--- src/lport_defs.svh ---
// Constants for the listener-only instrument bus port
`ifndef LPORT_DEFS_SVH
`define LPORT_DEFS_SVH

`define LP_ADDR_MAX 5'h1E
`define LP_FIFO_DEPTH 4
`define LP_DATA_W 8
`define LP_RS_DATA 3'h0
`define LP_RS_STATUS 3'h1
`define LP_RS_ADDR 3'h2
`define LP_RS_CTRL 3'h3
`define LP_ST_DATA_BIT 0
`define LP_ST_ADDR_BIT 1
`define LP_ST_ATN_BIT 2
`define LP_ST_REN_BIT 3
`define LP_ST_IFC_BIT 4
`define LP_ST_BADADR_BIT 5

`endif

--- src/lport_pkg.sv ---
// Types for the listener-only instrument bus port
package lport_pkg;
    typedef enum logic [2:0] {
        HS_READY = 3'h1,
        HS_ACCEPT = 3'h2,
        HS_RELEASE = 3'h4
    } hs_state_t;
    typedef logic [7:0] byte_t;
endpackage

--- src/lport_stream_if.sv ---
// Byte stream carrier between the handshake engine and the receive FIFO
`timescale 1ns/1ps
interface lport_stream_if;
    logic valid;
    logic ready;
    lport_pkg::byte_t data;
    modport src (output valid, output data, input ready);
    modport snk (input valid, input data, output ready);
endinterface

--- src/lport_fifo.sv ---
// Parameterised receive FIFO with valid/ready on both sides
`timescale 1ns/1ps
module lport_fifo #(
    parameter int WIDTH = 8,
    parameter int DEPTH = 4
) (
    // Clocking
    input wire logic clk,
    input wire logic ce,
    input wire logic arst_n,
    // Fill side
    input wire logic in_valid,
    input wire logic [WIDTH-1:0] in_data,
    output logic in_ready,
    // Drain side
    output logic out_valid,
    output logic [WIDTH-1:0] out_data,
    input wire logic out_ready
);
    localparam int AW = $clog2(DEPTH);
    logic [WIDTH-1:0] mem [DEPTH];
    logic [AW-1:0] wp_r;
    logic [AW-1:0] rp_r;
    logic [AW:0] cnt_r;
    wire push = in_valid && in_ready;
    wire pop = out_valid && out_ready;

    assign in_ready = (cnt_r != (AW+1)'(DEPTH));
    assign out_valid = (cnt_r != '0);
    assign out_data = mem[rp_r];

    always_ff @(posedge clk or negedge arst_n) begin
        if (!arst_n) begin
            wp_r <= '0;
            rp_r <= '0;
            cnt_r <= '0;
        end else if (ce) begin
            if (push) begin
                wp_r <= (wp_r == AW'(DEPTH-1)) ? '0 : wp_r + 1'b1;
            end
            if (pop) begin
                rp_r <= (rp_r == AW'(DEPTH-1)) ? '0 : rp_r + 1'b1;
            end
            cnt_r <= cnt_r + (AW+1)'(push) - (AW+1)'(pop);
        end
    end

    always_ff @(posedge clk) begin
        if (ce && push) begin
            mem[wp_r] <= in_data;
        end
    end
endmodule

--- src/lport_handshake.sv ---
// Listener acceptor handshake: NRFD/NDAC sequencing per byte
`timescale 1ns/1ps
module lport_handshake (
    // Clocking
    input wire logic clk,
    input wire logic ce,
    input wire logic arst_n,
    // Synchronised bus lines, active high inside
    input wire logic dav,
    input wire logic [7:0] dio,
    input wire logic listen,
    // Line drives, active high inside
    output logic nrfd,
    output logic ndac,
    // Received byte stream
    lport_stream_if.src rx
);
    lport_pkg::hs_state_t state_r, state_nxt;
    lport_pkg::byte_t data_r;
    logic valid_r;

    // Ready only when rx.ready is high (FIFO room, or any command byte) and our last byte is gone
    wire can_take = listen && rx.ready && !valid_r;

    always_comb begin
        case (state_r)
            lport_pkg::HS_READY:
                state_nxt = (dav && can_take) ? lport_pkg::HS_ACCEPT
                                              : lport_pkg::HS_READY;
            lport_pkg::HS_ACCEPT:
                state_nxt = lport_pkg::HS_RELEASE;
            lport_pkg::HS_RELEASE:
                state_nxt = dav ? lport_pkg::HS_RELEASE : lport_pkg::HS_READY;
            default:
                state_nxt = lport_pkg::HS_READY;
        endcase
    end

    // NRFD drops when ready; NDAC drops only after byte latched
    assign nrfd = !(state_r == lport_pkg::HS_READY && can_take && !dav);
    assign ndac = (state_r == lport_pkg::HS_READY)
               || (state_r == lport_pkg::HS_ACCEPT);
    assign rx.valid = valid_r;
    assign rx.data = data_r;

    always_ff @(posedge clk or negedge arst_n) begin
        if (!arst_n) begin
            state_r <= lport_pkg::HS_READY;
            data_r <= 8'h00;
            valid_r <= 1'b0;
        end else if (ce) begin
            state_r <= state_nxt;
            if (state_r == lport_pkg::HS_READY && dav && can_take) begin
                data_r <= dio;
                valid_r <= 1'b1;
            end else if (rx.ready) begin
                valid_r <= 1'b0;
            end
        end
    end
endmodule

--- src/listener_only_instrument_bus_port.sv ---
// Top of the listener-only instrument bus port with processor side
`timescale 1ns/1ps
`include "lport_defs.svh"
module listener_only_instrument_bus_port (
    // Clock, reset and enable
    input wire logic MCLK,
    input wire logic ARST_N,
    input wire logic CE,
    // External bus data lines, negative-true
    input wire logic [7:0] DIO_N_I,
    output logic [7:0] DIO_N_O,
    output logic [7:0] DIO_N_OE_N,
    // External control lines
    input wire logic ATN_N,
    input wire logic IFC_N,
    input wire logic REN_N,
    input wire logic EOI_N,
    output logic SRQ_N_O,
    output logic SRQ_N_OE_N,
    // External handshake lines
    input wire logic DAV_N,
    output logic NRFD_N_O,
    output logic NRFD_N_OE_N,
    output logic NDAC_N_O,
    output logic NDAC_N_OE_N,
    // Address switch
    input wire logic [4:0] ADDR_SWITCH,
    // Microprocessor side
    input wire logic INTERFACE_SELECT_N,
    input wire logic [2:0] A,
    input wire logic RW,
    input wire logic [7:0] D_I,
    output logic [7:0] D_O,
    output logic D_OE_N,
    // Adapter indications
    output logic ADDRESS_SELECT_ENABLE_N,
    output logic BUS_INTERRUPT_REQUEST_N,
    output logic ADDRESS_VALID
);
    // ************************************************************
    // Pin synchronisers
    // ************************************************************
    logic [15:0] sync1_r;
    logic [15:0] sync2_r;
    wire [15:0] raw_pins = {ADDR_SWITCH, DIO_N_I, ATN_N, DAV_N, IFC_N};
    always_ff @(posedge MCLK or negedge ARST_N) begin
        if (!ARST_N) begin
            sync1_r <= 16'hFFFF;
            sync2_r <= 16'hFFFF;
        end else if (CE) begin
            sync1_r <= raw_pins;
            sync2_r <= sync1_r;
        end
    end
    logic [1:0] ren1_r;
    always_ff @(posedge MCLK or negedge ARST_N) begin
        if (!ARST_N) begin
            ren1_r <= 2'h3;
        end else if (CE) begin
            ren1_r <= {ren1_r[0], REN_N};
        end
    end

    // Negative-true lines become positive-true inside
    wire [4:0] sw_addr = sync2_r[15:11];
    wire [7:0] dio_pos = ~sync2_r[10:3];
    wire atn = !sync2_r[2];
    wire dav = !sync2_r[1];
    wire ifc = !sync2_r[0];
    wire ren = !ren1_r[1];
    // EOI is the unused fifth control line

    // ************************************************************
    // Addressing
    // ************************************************************
    wire addr_ok = (sw_addr <= `LP_ADDR_MAX);
    logic listen_r;
    logic ase_r;
    logic atn_d_r;
    // Under ATN a command byte arrives: listen address is 001xxxxx
    lport_stream_if hs_rx();
    lport_stream_if fifo_in();

    // ************************************************************
    // Handshake engine
    // ************************************************************
    logic nrfd;
    logic ndac;
    // ATN bytes are always taken so commands can change listen state
    wire hs_listen = atn || listen_r;
    lport_handshake u_hs (
        .clk(MCLK),
        .ce(CE),
        .arst_n(ARST_N),
        .dav(dav),
        .dio(dio_pos),
        .listen(hs_listen),
        .nrfd(nrfd),
        .ndac(ndac),
        .rx(hs_rx)
    );

    // Commands are consumed here; data goes on to the FIFO
    logic is_cmd_r;
    always_ff @(posedge MCLK or negedge ARST_N) begin
        if (!ARST_N) begin
            is_cmd_r <= 1'b0;
        end else if (CE) begin
            is_cmd_r <= atn;
        end
    end
    wire hs_is_cmd = is_cmd_r;
    assign fifo_in.valid = hs_rx.valid && !hs_is_cmd;
    assign fifo_in.data = hs_rx.data;
    assign hs_rx.ready = hs_is_cmd ? 1'b1 : fifo_in.ready;
    wire cmd_byte = hs_rx.valid && hs_is_cmd;
    wire [7:0] cmd = hs_rx.data;
    wire my_listen = cmd_byte && addr_ok
                  && (cmd == {3'h1, sw_addr});
    wire unlisten = cmd_byte && (cmd == 8'h3F);

    // ************************************************************
    // Receive FIFO
    // ************************************************************
    logic rx_valid;
    logic [7:0] rx_data;
    wire rd_data = !INTERFACE_SELECT_N && RW && (A == `LP_RS_DATA);
    logic rd_d_r;
    always_ff @(posedge MCLK or negedge ARST_N) begin
        if (!ARST_N) begin
            rd_d_r <= 1'b0;
        end else if (CE) begin
            rd_d_r <= rd_data;
        end
    end
    // One pop per read strobe, at its trailing edge
    wire rd_pop = rd_d_r && !rd_data;
    lport_fifo #(.WIDTH(`LP_DATA_W), .DEPTH(`LP_FIFO_DEPTH)) u_fifo (
        .clk(MCLK),
        .ce(CE),
        .arst_n(ARST_N),
        .in_valid(fifo_in.valid),
        .in_data(fifo_in.data),
        .in_ready(fifo_in.ready),
        .out_valid(rx_valid),
        .out_data(rx_data),
        .out_ready(rd_pop)
    );

    // ************************************************************
    // Listen state and indications
    // ************************************************************
    logic irq_en_r;
    logic irq_r;
    wire wr_ctrl = !INTERFACE_SELECT_N && !RW && (A == `LP_RS_CTRL);
    always_ff @(posedge MCLK or negedge ARST_N) begin
        if (!ARST_N) begin
            listen_r <= 1'b0;
            ase_r <= 1'b0;
            atn_d_r <= 1'b0;
            irq_en_r <= 1'b1;
            irq_r <= 1'b0;
        end else if (CE) begin
            atn_d_r <= atn;
            if (ifc || unlisten) begin
                listen_r <= 1'b0;
            end else if (my_listen) begin
                listen_r <= 1'b1;
            end
            // Addressed event; set wins over a processor clear
            if (my_listen) begin
                ase_r <= 1'b1;
            end else if (wr_ctrl && D_I[1]) begin
                ase_r <= 1'b0;
            end
            if (wr_ctrl) begin
                irq_en_r <= D_I[0];
            end
            irq_r <= irq_en_r && (rx_valid || ase_r || ifc);
        end
    end
    assign ADDRESS_SELECT_ENABLE_N = !ase_r;
    assign BUS_INTERRUPT_REQUEST_N = !irq_r;
    assign ADDRESS_VALID = addr_ok;

    // ************************************************************
    // Processor read path
    // ************************************************************
    logic [7:0] status;
    always_comb begin
        status = 8'h00;
        status[`LP_ST_DATA_BIT] = rx_valid;
        status[`LP_ST_ADDR_BIT] = listen_r;
        status[`LP_ST_ATN_BIT] = atn;
        status[`LP_ST_REN_BIT] = ren;
        status[`LP_ST_IFC_BIT] = ifc;
        status[`LP_ST_BADADR_BIT] = !addr_ok;
    end
    // Address switch buffer drives the set address when selected
    wire [7:0] rd_mux = (A == `LP_RS_DATA) ? rx_data :
                        (A == `LP_RS_STATUS) ? status :
                        (A == `LP_RS_ADDR) ? {3'h0, sw_addr} :
                        8'h00;
    logic [7:0] d_o_r;
    always_ff @(posedge MCLK or negedge ARST_N) begin
        if (!ARST_N) begin
            d_o_r <= 8'h00;
        end else if (CE) begin
            d_o_r <= rd_mux;
        end
    end
    assign D_O = d_o_r;
    assign D_OE_N = !(!INTERFACE_SELECT_N && RW);

    // ************************************************************
    // Bus line drives
    // ************************************************************
    assign DIO_N_O = 8'hFF;
    assign DIO_N_OE_N = 8'hFF;
    assign SRQ_N_O = 1'b1;
    assign SRQ_N_OE_N = 1'b1;
    // Open collector: drive low only, release otherwise
    assign NRFD_N_O = 1'b0;
    assign NRFD_N_OE_N = !nrfd;
    assign NDAC_N_O = 1'b0;
    assign NDAC_N_OE_N = !ndac;
    wire unused_ok = atn_d_r ^ EOI_N ^ (|D_I[7:2]);
endmodule

--- config.mk ---
export PLATFORM = sky130hd
export DESIGN_NAME = listener_only_instrument_bus_port
export DESIGN_NICKNAME = d
export VERILOG_FILES = /design/src/lport_pkg.sv /design/src/lport_stream_if.sv /design/src/lport_fifo.sv /design/src/lport_handshake.sv /design/src/listener_only_instrument_bus_port.sv
export VERILOG_INCLUDE_DIRS = /design/src /design/src/src
export SDC_FILE = /design/constraint.sdc
export NUM_CORES = 1
export LEC_CHECK = 0
export BUFFER_PORTS_ARGS = -buffer_cell sky130_fd_sc_hd__buf_2
export CORE_ASPECT_RATIO = 0.75
export CORE_UTILIZATION = 45
export CTS_CLUSTER_DIAMETER = 60
export DETAILED_ROUTE_END_ITERATION = 10
export GPL_TIMING_DRIVEN = 0
export HOLD_SLACK_MARGIN = 0.06
export PLACE_DENSITY = 0.72
export RECOVER_POWER = 50
export SLEW_MARGIN = 20
export SYNTH_ARGS = -nofsm -noshare
export SYNTH_HDL_FRONTEND = slang
export SYNTH_SLANG_ARGS = --single-unit
--- constraint.sdc ---
create_clock -name MCLK -period 2.2 [get_ports MCLK]
set_input_delay 0.22 -clock MCLK [delete_from_list [all_inputs] [get_ports MCLK]]
set_output_delay 0.22 -clock MCLK [all_outputs]
set_load 0.03 [all_outputs]
==> summary.md, run 1 <==
| Metric | Value |
|---|---|
| Status | finished with violations |
| Failing checks | setup timing |
| Min Clock Period, post-route | 2270 ps |
| Sequential fraction of the synthesis area | 61.0% |
| Worst Hold Margin | 105 ps |
| Synth Cell Area | 4400 um2 |
| Final setup vio count | 1 |
| Die width | 116 um |
| Hold Vio Cnt, Final | 0 |
| Vias | 2,587 |
| Design area | 5150 um2 |
| Critical Path Max Stage Delay | 410 ps |
| First-pass GRT wire length | 13.4 mm |
| Worst R2R Path Depth | 10 |
| Ant. Diodes | 0 |
| I/O pins | 68 |
| Worst skew pair latency | 340 ps |
| CP Launch Point | u_fifo.cnt_r[1] |
| Slew Limit Fails | 0 |
| FMAX | 0.440 GHz |
| Antenna viol nets, final | 0 |
| Crit Path Class | register to register |
| Post-Layout Cell Count | 517 |
| Core area | 9270 um2 |
| Slowest cell on the critical path | dfrtp_2 |
| Crit-path cells | or3_4 > o211a_1 > ha_1 > inv_1 > ha_1 > inv_2 > fa_2 > xor2_1 > nand2_1 > xnor2_1 |
| Die Y | 87.6 um |
| RR Startpoint | u_fifo.cnt_r[1] |
| Most frequent cells in the layout | buf_2, mux2_2, dfstp_2 |
| Placed cell count | 495 |
| Cells after Synth | 310 |
| Syn Area/Cell | 14.2 um2 |
| Worst Setup EP | u_fifo.cnt_r[2] |
| Area occupied by multi-input gates | 1490 um2 |
| Worst Path Required | 2420 ps |
| Clock tree buffer depth | 2 |
| Most used DFF post-synth | dfstp_2 |
| CP Max Fanout | 3 |
| Clock-pin slew on the worst setup and hold paths | 70 ps |
| Reg area | 2680 um2 |
| Unrepaired setup endpoints after global routing | yes |
| CTS H-tree lvls | 3 |
| GR Util All Layers | 18.1% |
| Area growth syn-to-layout | 17.1% |
| Worst Tran Pin Value | 857 ps |
| DP Wirelength | 5.89 mm |
| EDFF count, synth | 32 |
| Total CTS buffers | 9 |
| Worst Setup Start Kind | register |
| Commonest non-fill, non-tap cell in the layout | buf_2 |
| Rows | 30 |
| Cell Pwr Density | 1050 nW/um2 |
| Fraction of layout instances using a drive strength above 1 | 43.7% |
| CTS tree | built |
| Final Core Density | 55.5% |
| Final worst slack | -71.0 ps |
| #FFs+latches synth | 99 |
| Drt pass-1 iters | 4 |
| Worst min-delay path class | input pin to register |
| CP endpoint kind | register |
| Initial antenna violation count | 0 |
| Layout fillers | 771 |
| Clock root buffer | clkbuf_16 |
| Routed WL | 8.28 mm |
| Worst path most repeated cell | ha_1 |
| Slew HR | 42.8% |
| GPL Wtd Cong | 0.781 |
| Starting Density | 47.4% |
| Number of global-route vias before repair | 2,593 |
| Port buffer count | 38 |
| Design Power | 5.41 mW |
| Initial DRC Count | 183 |
| DR vias/cell | 5.00 |
| DRC Markers | 0 |
| Sink Count | 99 |
| Post-Route Skew | 10.8 ps |
| R2R setup slack | -70 ps |
| WL/cell | 16.0 um |
| Final nets | 426 |
| Post-place instance area | 4850 um2 |
| Largest net degree at the start of global routing | 36 |
| Overflow after GRT | 0 |
| Max-Cap Viols | 0 |
| Syn. warnings | 0 |
| Ys async rst share | 67.7% |
| Pleak | 2.20 nW |
| Tcrit/Tclk final | 103% |
| CP arrival | 2490 ps |
| Reg-to-reg endpoint | u_fifo.cnt_r[2] |
| VDD IR-drop max | 0.427 mV |
| Yosys cell types | 47 |
| Die area | 10,200 um2 |
[layer usage]
layer | up-vias | track usage (%) | part of all wire, %
li1 | 1214 | - | -
met4 | 0 | 4.43 | 1.1
met2 | 86 | 27.2 | 45
met1 | 1275 | 25.7 | 48
met5 | - | 0 | 0
met3 | 12 | 5.67 | 5.7
[what timing repair did]
item,CTS,global route
gates resized for setup,0,1
setup endpoints to repair,2,2
hold endpoints to repair,22,0
hold buffers,1,0
setup buffers,3,2
[sequential cells by signal, indices dropped and copies added, names as in the netlist, 2 cells and up]
name	cells
sync1_r	16
D_O	8
u_fifo.rp_r	2
ren1_r	2
u_fifo.cnt_r	3
sync2_r	16
u_fifo.wp_r	2
u_hs.rx.data	8
u_hs.state_r	3
u_fifo.mem	32
[worst min path at each step]
| stage | startpoint | endpoint | slack (ps) | cells past startpoint |
|---|---|---|---|---|
| floorplan | ARST_N | D_O[0] | -80 | 0 |
| global route | DIO_N_I[5] | sync1_r[8] | 100 | 2 |
| global placement | DIO_N_I[3] | sync1_r[6] | 450 | 2 |
| finish | ADDR_SWITCH[3] | sync1_r[14] | 110 | 2 |
| CTS | ADDR_SWITCH[3] | sync1_r[14] | 100 | 2 |
| detailed placement | ARST_N | D_O[7] | 190 | 1 |
[cell usage after synthesis (all sizes together) (3+ instances only)]
| cell | count | share of area [%] |
|---|---|---|
| a21oi | 3 | 0.34 |
| a221o | 5 | 1.1 |
| and3 | 4 | 0.57 |
| buf | 28 | 4.5 |
| clkbuf | 4 | 0.37 |
| dfrtp | 31 | 18 |
| dfstp | 36 | 22 |
| edfxtp | 32 | 22 |
| ha | 7 | 2.0 |
| inv | 22 | 1.9 |
| mux2 | 37 | 9.5 |
| mux2i | 15 | 3.4 |
| mux4 | 8 | 4.4 |
| nand2 | 12 | 1.1 |
| nand2b | 5 | 0.71 |
| nand3 | 3 | 0.34 |
| nor2 | 13 | 1.1 |
| o21ai | 6 | 0.68 |
| or3 | 3 | 0.43 |
| xnor2 | 6 | 1.2 |
[through the flow]
step                setup TNS (ps)  worst slack [ps]
CTS                          -76.2             -76.2
global route                  -224              -174
floorplan                   -0.820            -0.820
detailed placement            -196              -153
global placement              -136              -110
finish                       -71.0             -71.0
[cells by family (layout without fill, tap and decap cells)]
family	count (synthesis)	count (layout)	share of synthesized area, %
compound gates	27	27	4.50
mux	60	60	17.2
xor+xnor	8	8	1.59
fa+ha+maj	8	8	2.45
flops	99	99	61.0
other cells	2	20	0.171
buf+inv	54	115	6.74
simple gates	52	52	6.32
[cell type report]
class                   count  share of cell area (%)
inverters                  22                    1.60
well taps                 128                    3.11
clock buffers              10                    4.64
clock inverters             6                   0.753
multi-input cells         175                    29.0
repair buffers             45                    4.71
flip-flops and latches     99                    52.1
plain buffers              32                    4.06
[power breakdown]
part           total [mW]  switching (mW)  leakage, nW  internal [mW]
logic                1.28           0.666         1.01          0.619
registers            2.67           0.322         1.06           2.34
clock network        1.46           0.661        0.136          0.795
[critical path, delay by kind of cell (launching register included)]
kind / cells / cell delay (ps)
fa+ha+maj: 3 / 740
simple gates: 2 / 470
compound gates: 1 / 140
buf+inv: 2 / 100
flops: 1 / 410
xor+xnor: 2 / 290
Power figures use the tool's default switching activity.
==> run 2, diff against run 1 <==
--- a/config.mk
+++ b/config.mk
@@ -13,7 +13,7 @@
 export DETAILED_ROUTE_END_ITERATION = 10
 export GPL_TIMING_DRIVEN = 0
 export HOLD_SLACK_MARGIN = 0.06
-export PLACE_DENSITY = 0.72
+export PLACE_DENSITY = 0.68
 export RECOVER_POWER = 50
 export SLEW_MARGIN = 20
 export SYNTH_ARGS = -nofsm -noshare
==> summary.md, run 2 (same netlist as run 1, synthesis figures left out) <==
| Metric | Value |
|---|---|
| I/O pins | 68 (unchanged) |
| CP Max Fanout | 3 (unchanged) |
| Clock tree buffer depth | 2 (unchanged) |
| Worst skew pair latency | 350 ps (about the same) |
| Largest net degree at the start of global routing | 42 (+17%) |
| Slew Limit Fails | 27 (+27) |
| Starting Density | 47.4% (unchanged) |
| Most frequent cells in the layout | buf_2, mux2_2, dfstp_2 |
| DR vias/cell | 4.96 (-0.81%) |
| First-pass GRT wire length | 13.2 mm (-2.2%) |
| Worst min-delay path class | input pin to register |
| Reg area | 2680 um2 (unchanged) |
| Post-Place Worst Slack | -120 ps (+33.1 ps) |
| Ant. Diodes | 0 (unchanged) |
| Port buffer count | 38 (unchanged) |
| Sink Count | 99 (unchanged) |
| Cell Pwr Density | 1060 nW/um2 (+1.2%) |
| Tcrit/Tclk final | 102% (-1.4 points) |
| Rows | 30 (unchanged) |
| Area growth syn-to-layout | 17.8% |
| DP Wirelength | 5.78 mm (-1.9%) |
| Drt pass-1 iters | 4 (unchanged) |
| CTS tree | built |
| Placed cell count | 495 (unchanged) |
| Number of global-route vias before repair | 2,544 (-1.9%) |
| Clock root buffer | clkbuf_16 |
| Most flops, register | u_fifo.mem |
| Clock-pin slew on the worst setup and hold paths | 60 ps (about the same) |
| Crit Path Class | register to register |
| Final setup vio count | 1 (unchanged) |
| Status | finished with violations |
| Final nets | 427 (+0.23%) |
| GPL Wtd Cong | 0.771 (-1.2%) |
| Worst Setup Start Kind | register |
| Worst Path Required | 2430 ps (about the same) |
| Slew HR | -0.318% (-43 points) |
| Worst Tran Pin Value | 1500 ps (+647 ps) |
| Fraction of layout instances using a drive strength above 1 | 43.1% (-0.62 points) |
| Largest registers | u_fifo.mem (32), sync1_r (16), sync2_r (16) |
| Vias | 2,571 (-0.62%) |
| Setup_tns | -39.2 ps (+31.8 ps) |
| Post-Route Skew | 5.79 ps (-4.99 ps) |
| M1 GR Usage | 24.5% (-1.2 points) |
| Die Y | 87.6 um (unchanged) |
| Unrepaired setup endpoints after global routing | yes |
| Overflow after GRT | 0 (unchanged) |
| Max reg flops | 32 (unchanged) |
| DRC Markers | 0 (unchanged) |
| Post-Layout Cell Count | 518 (+0.19%) |
| Failing checks | capacitance limit, slew limit, setup timing |
| VDD IR-drop max | 0.540 mV (+26%) |
| Layout fillers | 788 (+2.2%) |
| Design Power | 5.50 mW (+1.8%) |
| Die area | 10,200 um2 (unchanged) |
| CP endpoint kind | register |
| Initial DRC Count | 146 (-20%) |
| Die width | 116 um (unchanged) |
| Min Clock Period, post-route | 2240 ps (-31.8 ps) |
| Max-Cap Viols | 1 (+1) |
| Initial antenna violation count | 0 (unchanged) |
| Total CTS buffers | 9 (unchanged) |
| Hold Vio Cnt, Final | 0 (unchanged) |
| CTS H-tree lvls | 3 (unchanged) |
| GRT Max-Usage Layer | met2 |
| GR Util All Layers | 17.8% (-0.29 points) |
| CP arrival | 2470 ps (-20 ps) |
| WL/cell | 15.7 um (-1.9%) |
| Core area | 9270 um2 (unchanged) |
| Met2 Use GR | 27.2% (unchanged) |
| Final worst slack | -39.2 ps (+31.8 ps) |
| FMAX | 0.447 GHz (+1.4%) |
| Antenna viol nets, final | 0 (unchanged) |
| Commonest non-fill, non-tap cell in the layout | buf_2 |
| Grt met3 use | 6.51% (+0.83 points) |
| Routed WL | 8.14 mm (-1.7%) |
| Area occupied by multi-input gates | 1490 um2 (unchanged) |
| Pleak | 2.21 nW (+0.30%) |
[run 2: area by class of cell]
class	count	share of cell area, %
timing repair buffer	46	4.93
tap	128	3.09
clock buffer	11	4.68
clock inverter	5	1.01
sequential	99	51.8
inverter	22	1.59
buffer	32	4.06
multi-input combinational	175	28.8
[run 2: power by group]
| group | leakage [nW] | switching, mW | internal, mW |
|---|---|---|---|
| sequential | 1.06 | 0.312 | 2.34 |
| clock | 0.137 | 0.647 | 0.904 |
| combinational | 1.02 | 0.664 | 0.634 |
| total | 2.21 | 1.62 | 3.88 |
[run 2: worst paths after layout]
| path | cells past startpoint | slack [ps] | endpoint | start |
|---|---|---|---|---|
| max | 10 | -40 | u_fifo.cnt_r[2] | u_fifo.cnt_r[1] |
| min | 2 | 100 | sync1_r[2] | ATN_N |
| max reg2reg | 10 | -40 | u_fifo.cnt_r[2] | u_fifo.cnt_r[1] |
| min reg2reg | 2 | 490 | rd_d_r | rd_d_r |
| max in group asynchronous | 3 | 340 | sync1_r[15] | ARST_N |
| min in group asynchronous | 2 | 770 | D_O[6] | ARST_N |
[run 2: layer usage]
layer  vias to the layer above  part of all wire [%]
met5                         -                     0
met2                        73                    46
met1                      1278                    48
met4                         0                  0.82
li1                       1212                     -
met3                         8                   6.1
[run 2: what timing repair did]
action	CTS	global route
endpoints found under the hold margin	10	0
setup buffers	4	2
gates resized for setup	0	1
hold buffers	1	0
setup endpoints to repair	2	2
[run 2: metrics by stage]
step	cell area [um2]	hold slack (ps)	utilization (%)
floorplan	4470	-75.6	-
global placement	4820	452	52.0
detailed placement	4850	166	52.3
CTS	5180	92.6	55.9
global route	5180	93.0	55.9
finish	5180	104	55.9
[run 2: critical path: stages (launching register included)]
cell and delay, ps:
dfrtp_2 400, or3_4 380, o211a_1 140, ha_1 280, inv_1 60, ha_1 130
inv_1 50, fa_2 330, xor2_1 130, nand2_1 80, xnor2_1 150
==> run 3, diff against run 2 <==
--- a/config.mk
+++ b/config.mk
@@ -6,12 +6,13 @@
 export SDC_FILE = /design/constraint.sdc
 export NUM_CORES = 1
 export LEC_CHECK = 0
+export ABC_AREA = 1
 export BUFFER_PORTS_ARGS = -buffer_cell sky130_fd_sc_hd__buf_2
 export CORE_ASPECT_RATIO = 0.75
+export CORE_MARGIN = 8
 export CORE_UTILIZATION = 45
 export CTS_CLUSTER_DIAMETER = 60
 export DETAILED_ROUTE_END_ITERATION = 10
-export GPL_TIMING_DRIVEN = 0
 export HOLD_SLACK_MARGIN = 0.06
 export PLACE_DENSITY = 0.68
 export RECOVER_POWER = 50
==> summary.md, run 3 <==
| Metric | Value |
|---|---|
| First-pass GRT wire length | 15.2 mm (+15%) |
| CP Max Fanout | 2 (-1) |
| Layout fillers | 918 (+16%) |
| Status | completed |
| Clock root buffer | clkbuf_16 |
| WL/cell | 13.9 um (-11%) |
| DP Wirelength | 6.58 mm (+14%) |
| Synth area leader | edfxtp_1 |
| Die area | 13,600 um2 (+34%) |
| Number of global-route vias before repair | 3,089 (+21%) |
| Area growth syn-to-layout | 14.4% |
| Worst Tran Pin Value | 1340 ps (-166 ps) |
| Sink Count | 99 (unchanged) |
| Initial DRC Count | 171 (+17%) |
| Die Y | 103 um (+18%) |
| Slew HR | 10.8% (+11 points) |
| Ant. Diodes | 0 (unchanged) |
| Routed WL | 9.31 mm (+14%) |
| Most frequent cells in the layout | nand2_1, inv_1, nor2_1, buf_2 |
| Total CTS buffers | 9 (unchanged) |
| Top post-synthesis cells by area | edfxtp_1, dfstp_2, dfrtp_1 |
| Setup_tns | 0 ps (+39.2 ps) |
| Most flops, register | u_fifo.mem |
| Clock tree buffer depth | 2 (unchanged) |
| Worst R2R Path Depth | 10 (unchanged) |
| Yosys cell types | 35 (-26%) |
| Worst Setup EP | u_fifo.cnt_r[2] |
| Largest net degree at the start of global routing | 25 (-40%) |
| Commonest non-fill, non-tap cell in the layout | nand2_1 |
| Reg-to-reg endpoint | u_fifo.cnt_r[2] |
| Starting Density | 46.7% (-0.78 points) |
| Syn Area/Cell | 9.56 um2 (-33%) |
| GR Util All Layers | 14.2% (-3.6 points) |
| GPL Wtd Cong | 0.821 (+6.4%) |
| CTS H-tree lvls | 3 (unchanged) |
| RR Startpoint | u_fifo.cnt_r[2] |
| Max reg flops | 32 (unchanged) |
| I/O pins | 68 (unchanged) |
| Most used DFF post-synth | dfstp_2 |
| Min Clock Period, post-route | 2060 ps (-178 ps) |
| Worst min-delay path class | input pin to register |
| Largest registers | u_fifo.mem (32), sync1_r (16), sync2_r (16) |
| DRC Markers | 0 (unchanged) |
| Cells after Synth | 477 (+54%) |
| Worst Setup Start Kind | register |
| Worst Path Required | 2440 ps (about the same) |
| Core area | 9770 um2 (+5.4%) |
| #FFs+latches synth | 99 (unchanged) |
| Clock-pin slew on the worst setup and hold paths | 70 ps (about the same) |
| Initial antenna violation count | 0 (unchanged) |
| Pleak | 2.39 nW (+8.2%) |
| R2R setup slack | 140 ps (+180 ps) |
| VDD IR-drop max | 0.535 mV (-0.97%) |
| Syn. warnings | 0 (unchanged) |
| Design area | 5220 um2 (+0.72%) |
| Tcrit/Tclk final | 93.7% (-8.1 points) |
| Final setup vio count | 0 (-1) |
| Fraction of layout instances using a drive strength above 1 | 23.3% (-20 points) |
| Synth top cells by count | nand2_1, dfstp_2, inv_1, nor2_1, o21ai_0 |
| Vias | 3,224 (+25%) |
| Overflow after GRT | 0 (unchanged) |
| CTS tree | built |
| CP arrival | 2300 ps (-170 ps) |
| Hold Vio Cnt, Final | 0 (unchanged) |
| CP endpoint kind | register |
| Crit Path Class | register to register |
| DR vias/cell | 4.83 (-2.8%) |
| Slew Limit Fails | 0 (-100%) |
| Max-Cap Viols | 0 (-1) |
| Rows | 31 (+3.3%) |
| Post-place instance area | 4870 um2 (+0.49%) |
| Design Power | 5.75 mW (+4.4%) |
| Yosys top cell area share | 21.1% (-0.78 points) |
| FMAX | 0.485 GHz (+8.6%) |
| Die width | 132 um (+14%) |
| Antenna viol nets, final | 0 (unchanged) |
| CP Launch Point | u_fifo.cnt_r[2] |
| Sequential fraction of the synthesis area | 58.8% (-2.2 points) |
| Count leader, synth | nand2_1 |
| Worst Hold Margin | 67.0 ps (-36.9 ps) |
| Final nets | 573 (+34%) |
| Synth Cell Area | 4560 um2 (+3.7%) |
| Port buffer count | 40 (+5.3%) |
| Cell Pwr Density | 1100 nW/um2 (+3.7%) |
| Worst skew pair latency | 350 ps (about the same) |
| Post-Route Skew | 6.51 ps (+0.716 ps) |
| Drt pass-1 iters | 5 (+1) |
| EDFF count, synth | 32 (unchanged) |
| Ys async rst share | 67.7% (unchanged) |
run 3: per-layer routing:
layer | share of wire [%] | GRT usage, %
met2 | 45 | 22.6
met3 | 6.2 | 4.92
met5 | 0 | 0
met1 | 47 | 17.5
met4 | 1.5 | 5.74
run 3: what timing repair did:
| item | 4_1_cts | 5_1_grt |
|---|---|---|
| hold buffers | 4 | 0 |
| buffers inserted | 0 | 2 |
| hold endpoints to repair | 15 | 0 |
| setup endpoints to repair | 0 | 1 |
| resized for setup | 0 | 4 |
run 3: through the flow:
step	cells	setup slack, ps	utilization [%]
after floorplan	495	96.6	-
after global placement	646	123	49.8
after detailed placement	646	56.8	49.8
after CTS	666	76.4	53.3
after global routing	668	-33.6	53.4
final	668	139	53.4
run 3: cells by family after synthesis:
family / synth area share (%)
buffers and inverters: 8.56
xor gates and xnor gates: 0.192
and+or+nand+nor: 21.3
adders and majority gates: 2.36
AOI/OAI and AO/OA: 8.34
muxes: 0.247
DFF: 58.8
other: 0.165
run 3: final cells by class:
cell class | count | area, um2 | share of cell area (%)
multi-input combinational | 321 | 1560 | 29.9
clock buffer | 11 | 264 | 5.06
inverter | 40 | 150 | 2.88
clock inverter | 5 | 33.8 | 0.647
sequential | 99 | 2690 | 51.5
timing repair buffer | 60 | 362 | 6.93
tap | 132 | 165 | 3.16
run 3: critical path, cell delays in order, from the launching register on:
cell and delay (ps):
dfrtp_2 420, nor3_4 190, nor3_1 70, ha_1 260, inv_1 60, ha_1 130, inv_1 40, fa_1 390
a21oi_1 160, o21ai_1 90, xnor2_1 130
run 3: how the worst min path moves through the flow:
stage / from / to / slack [ps] / cells after the start
2_1_floorplan: ARST_N / D_O[0] / -80 / 0
3_3_place_gp: ARST_N / u_fifo.wp_r[0] / 240 / 1
3_5_place_dp: ARST_N / u_fifo.wp_r[0] / 250 / 1
4_1_cts: DIO_N_I[1] / sync1_r[4] / 60 / 3
5_1_grt: DIO_N_I[1] / sync1_r[4] / 70 / 3
6_report: DIO_N_I[1] / sync1_r[4] / 70 / 3
run 3: power by group:
group          internal, mW  switching, mW  total (mW)
logic                 0.566          0.955        1.52
clock network         0.866          0.674        1.54
registers              2.33          0.355        2.69
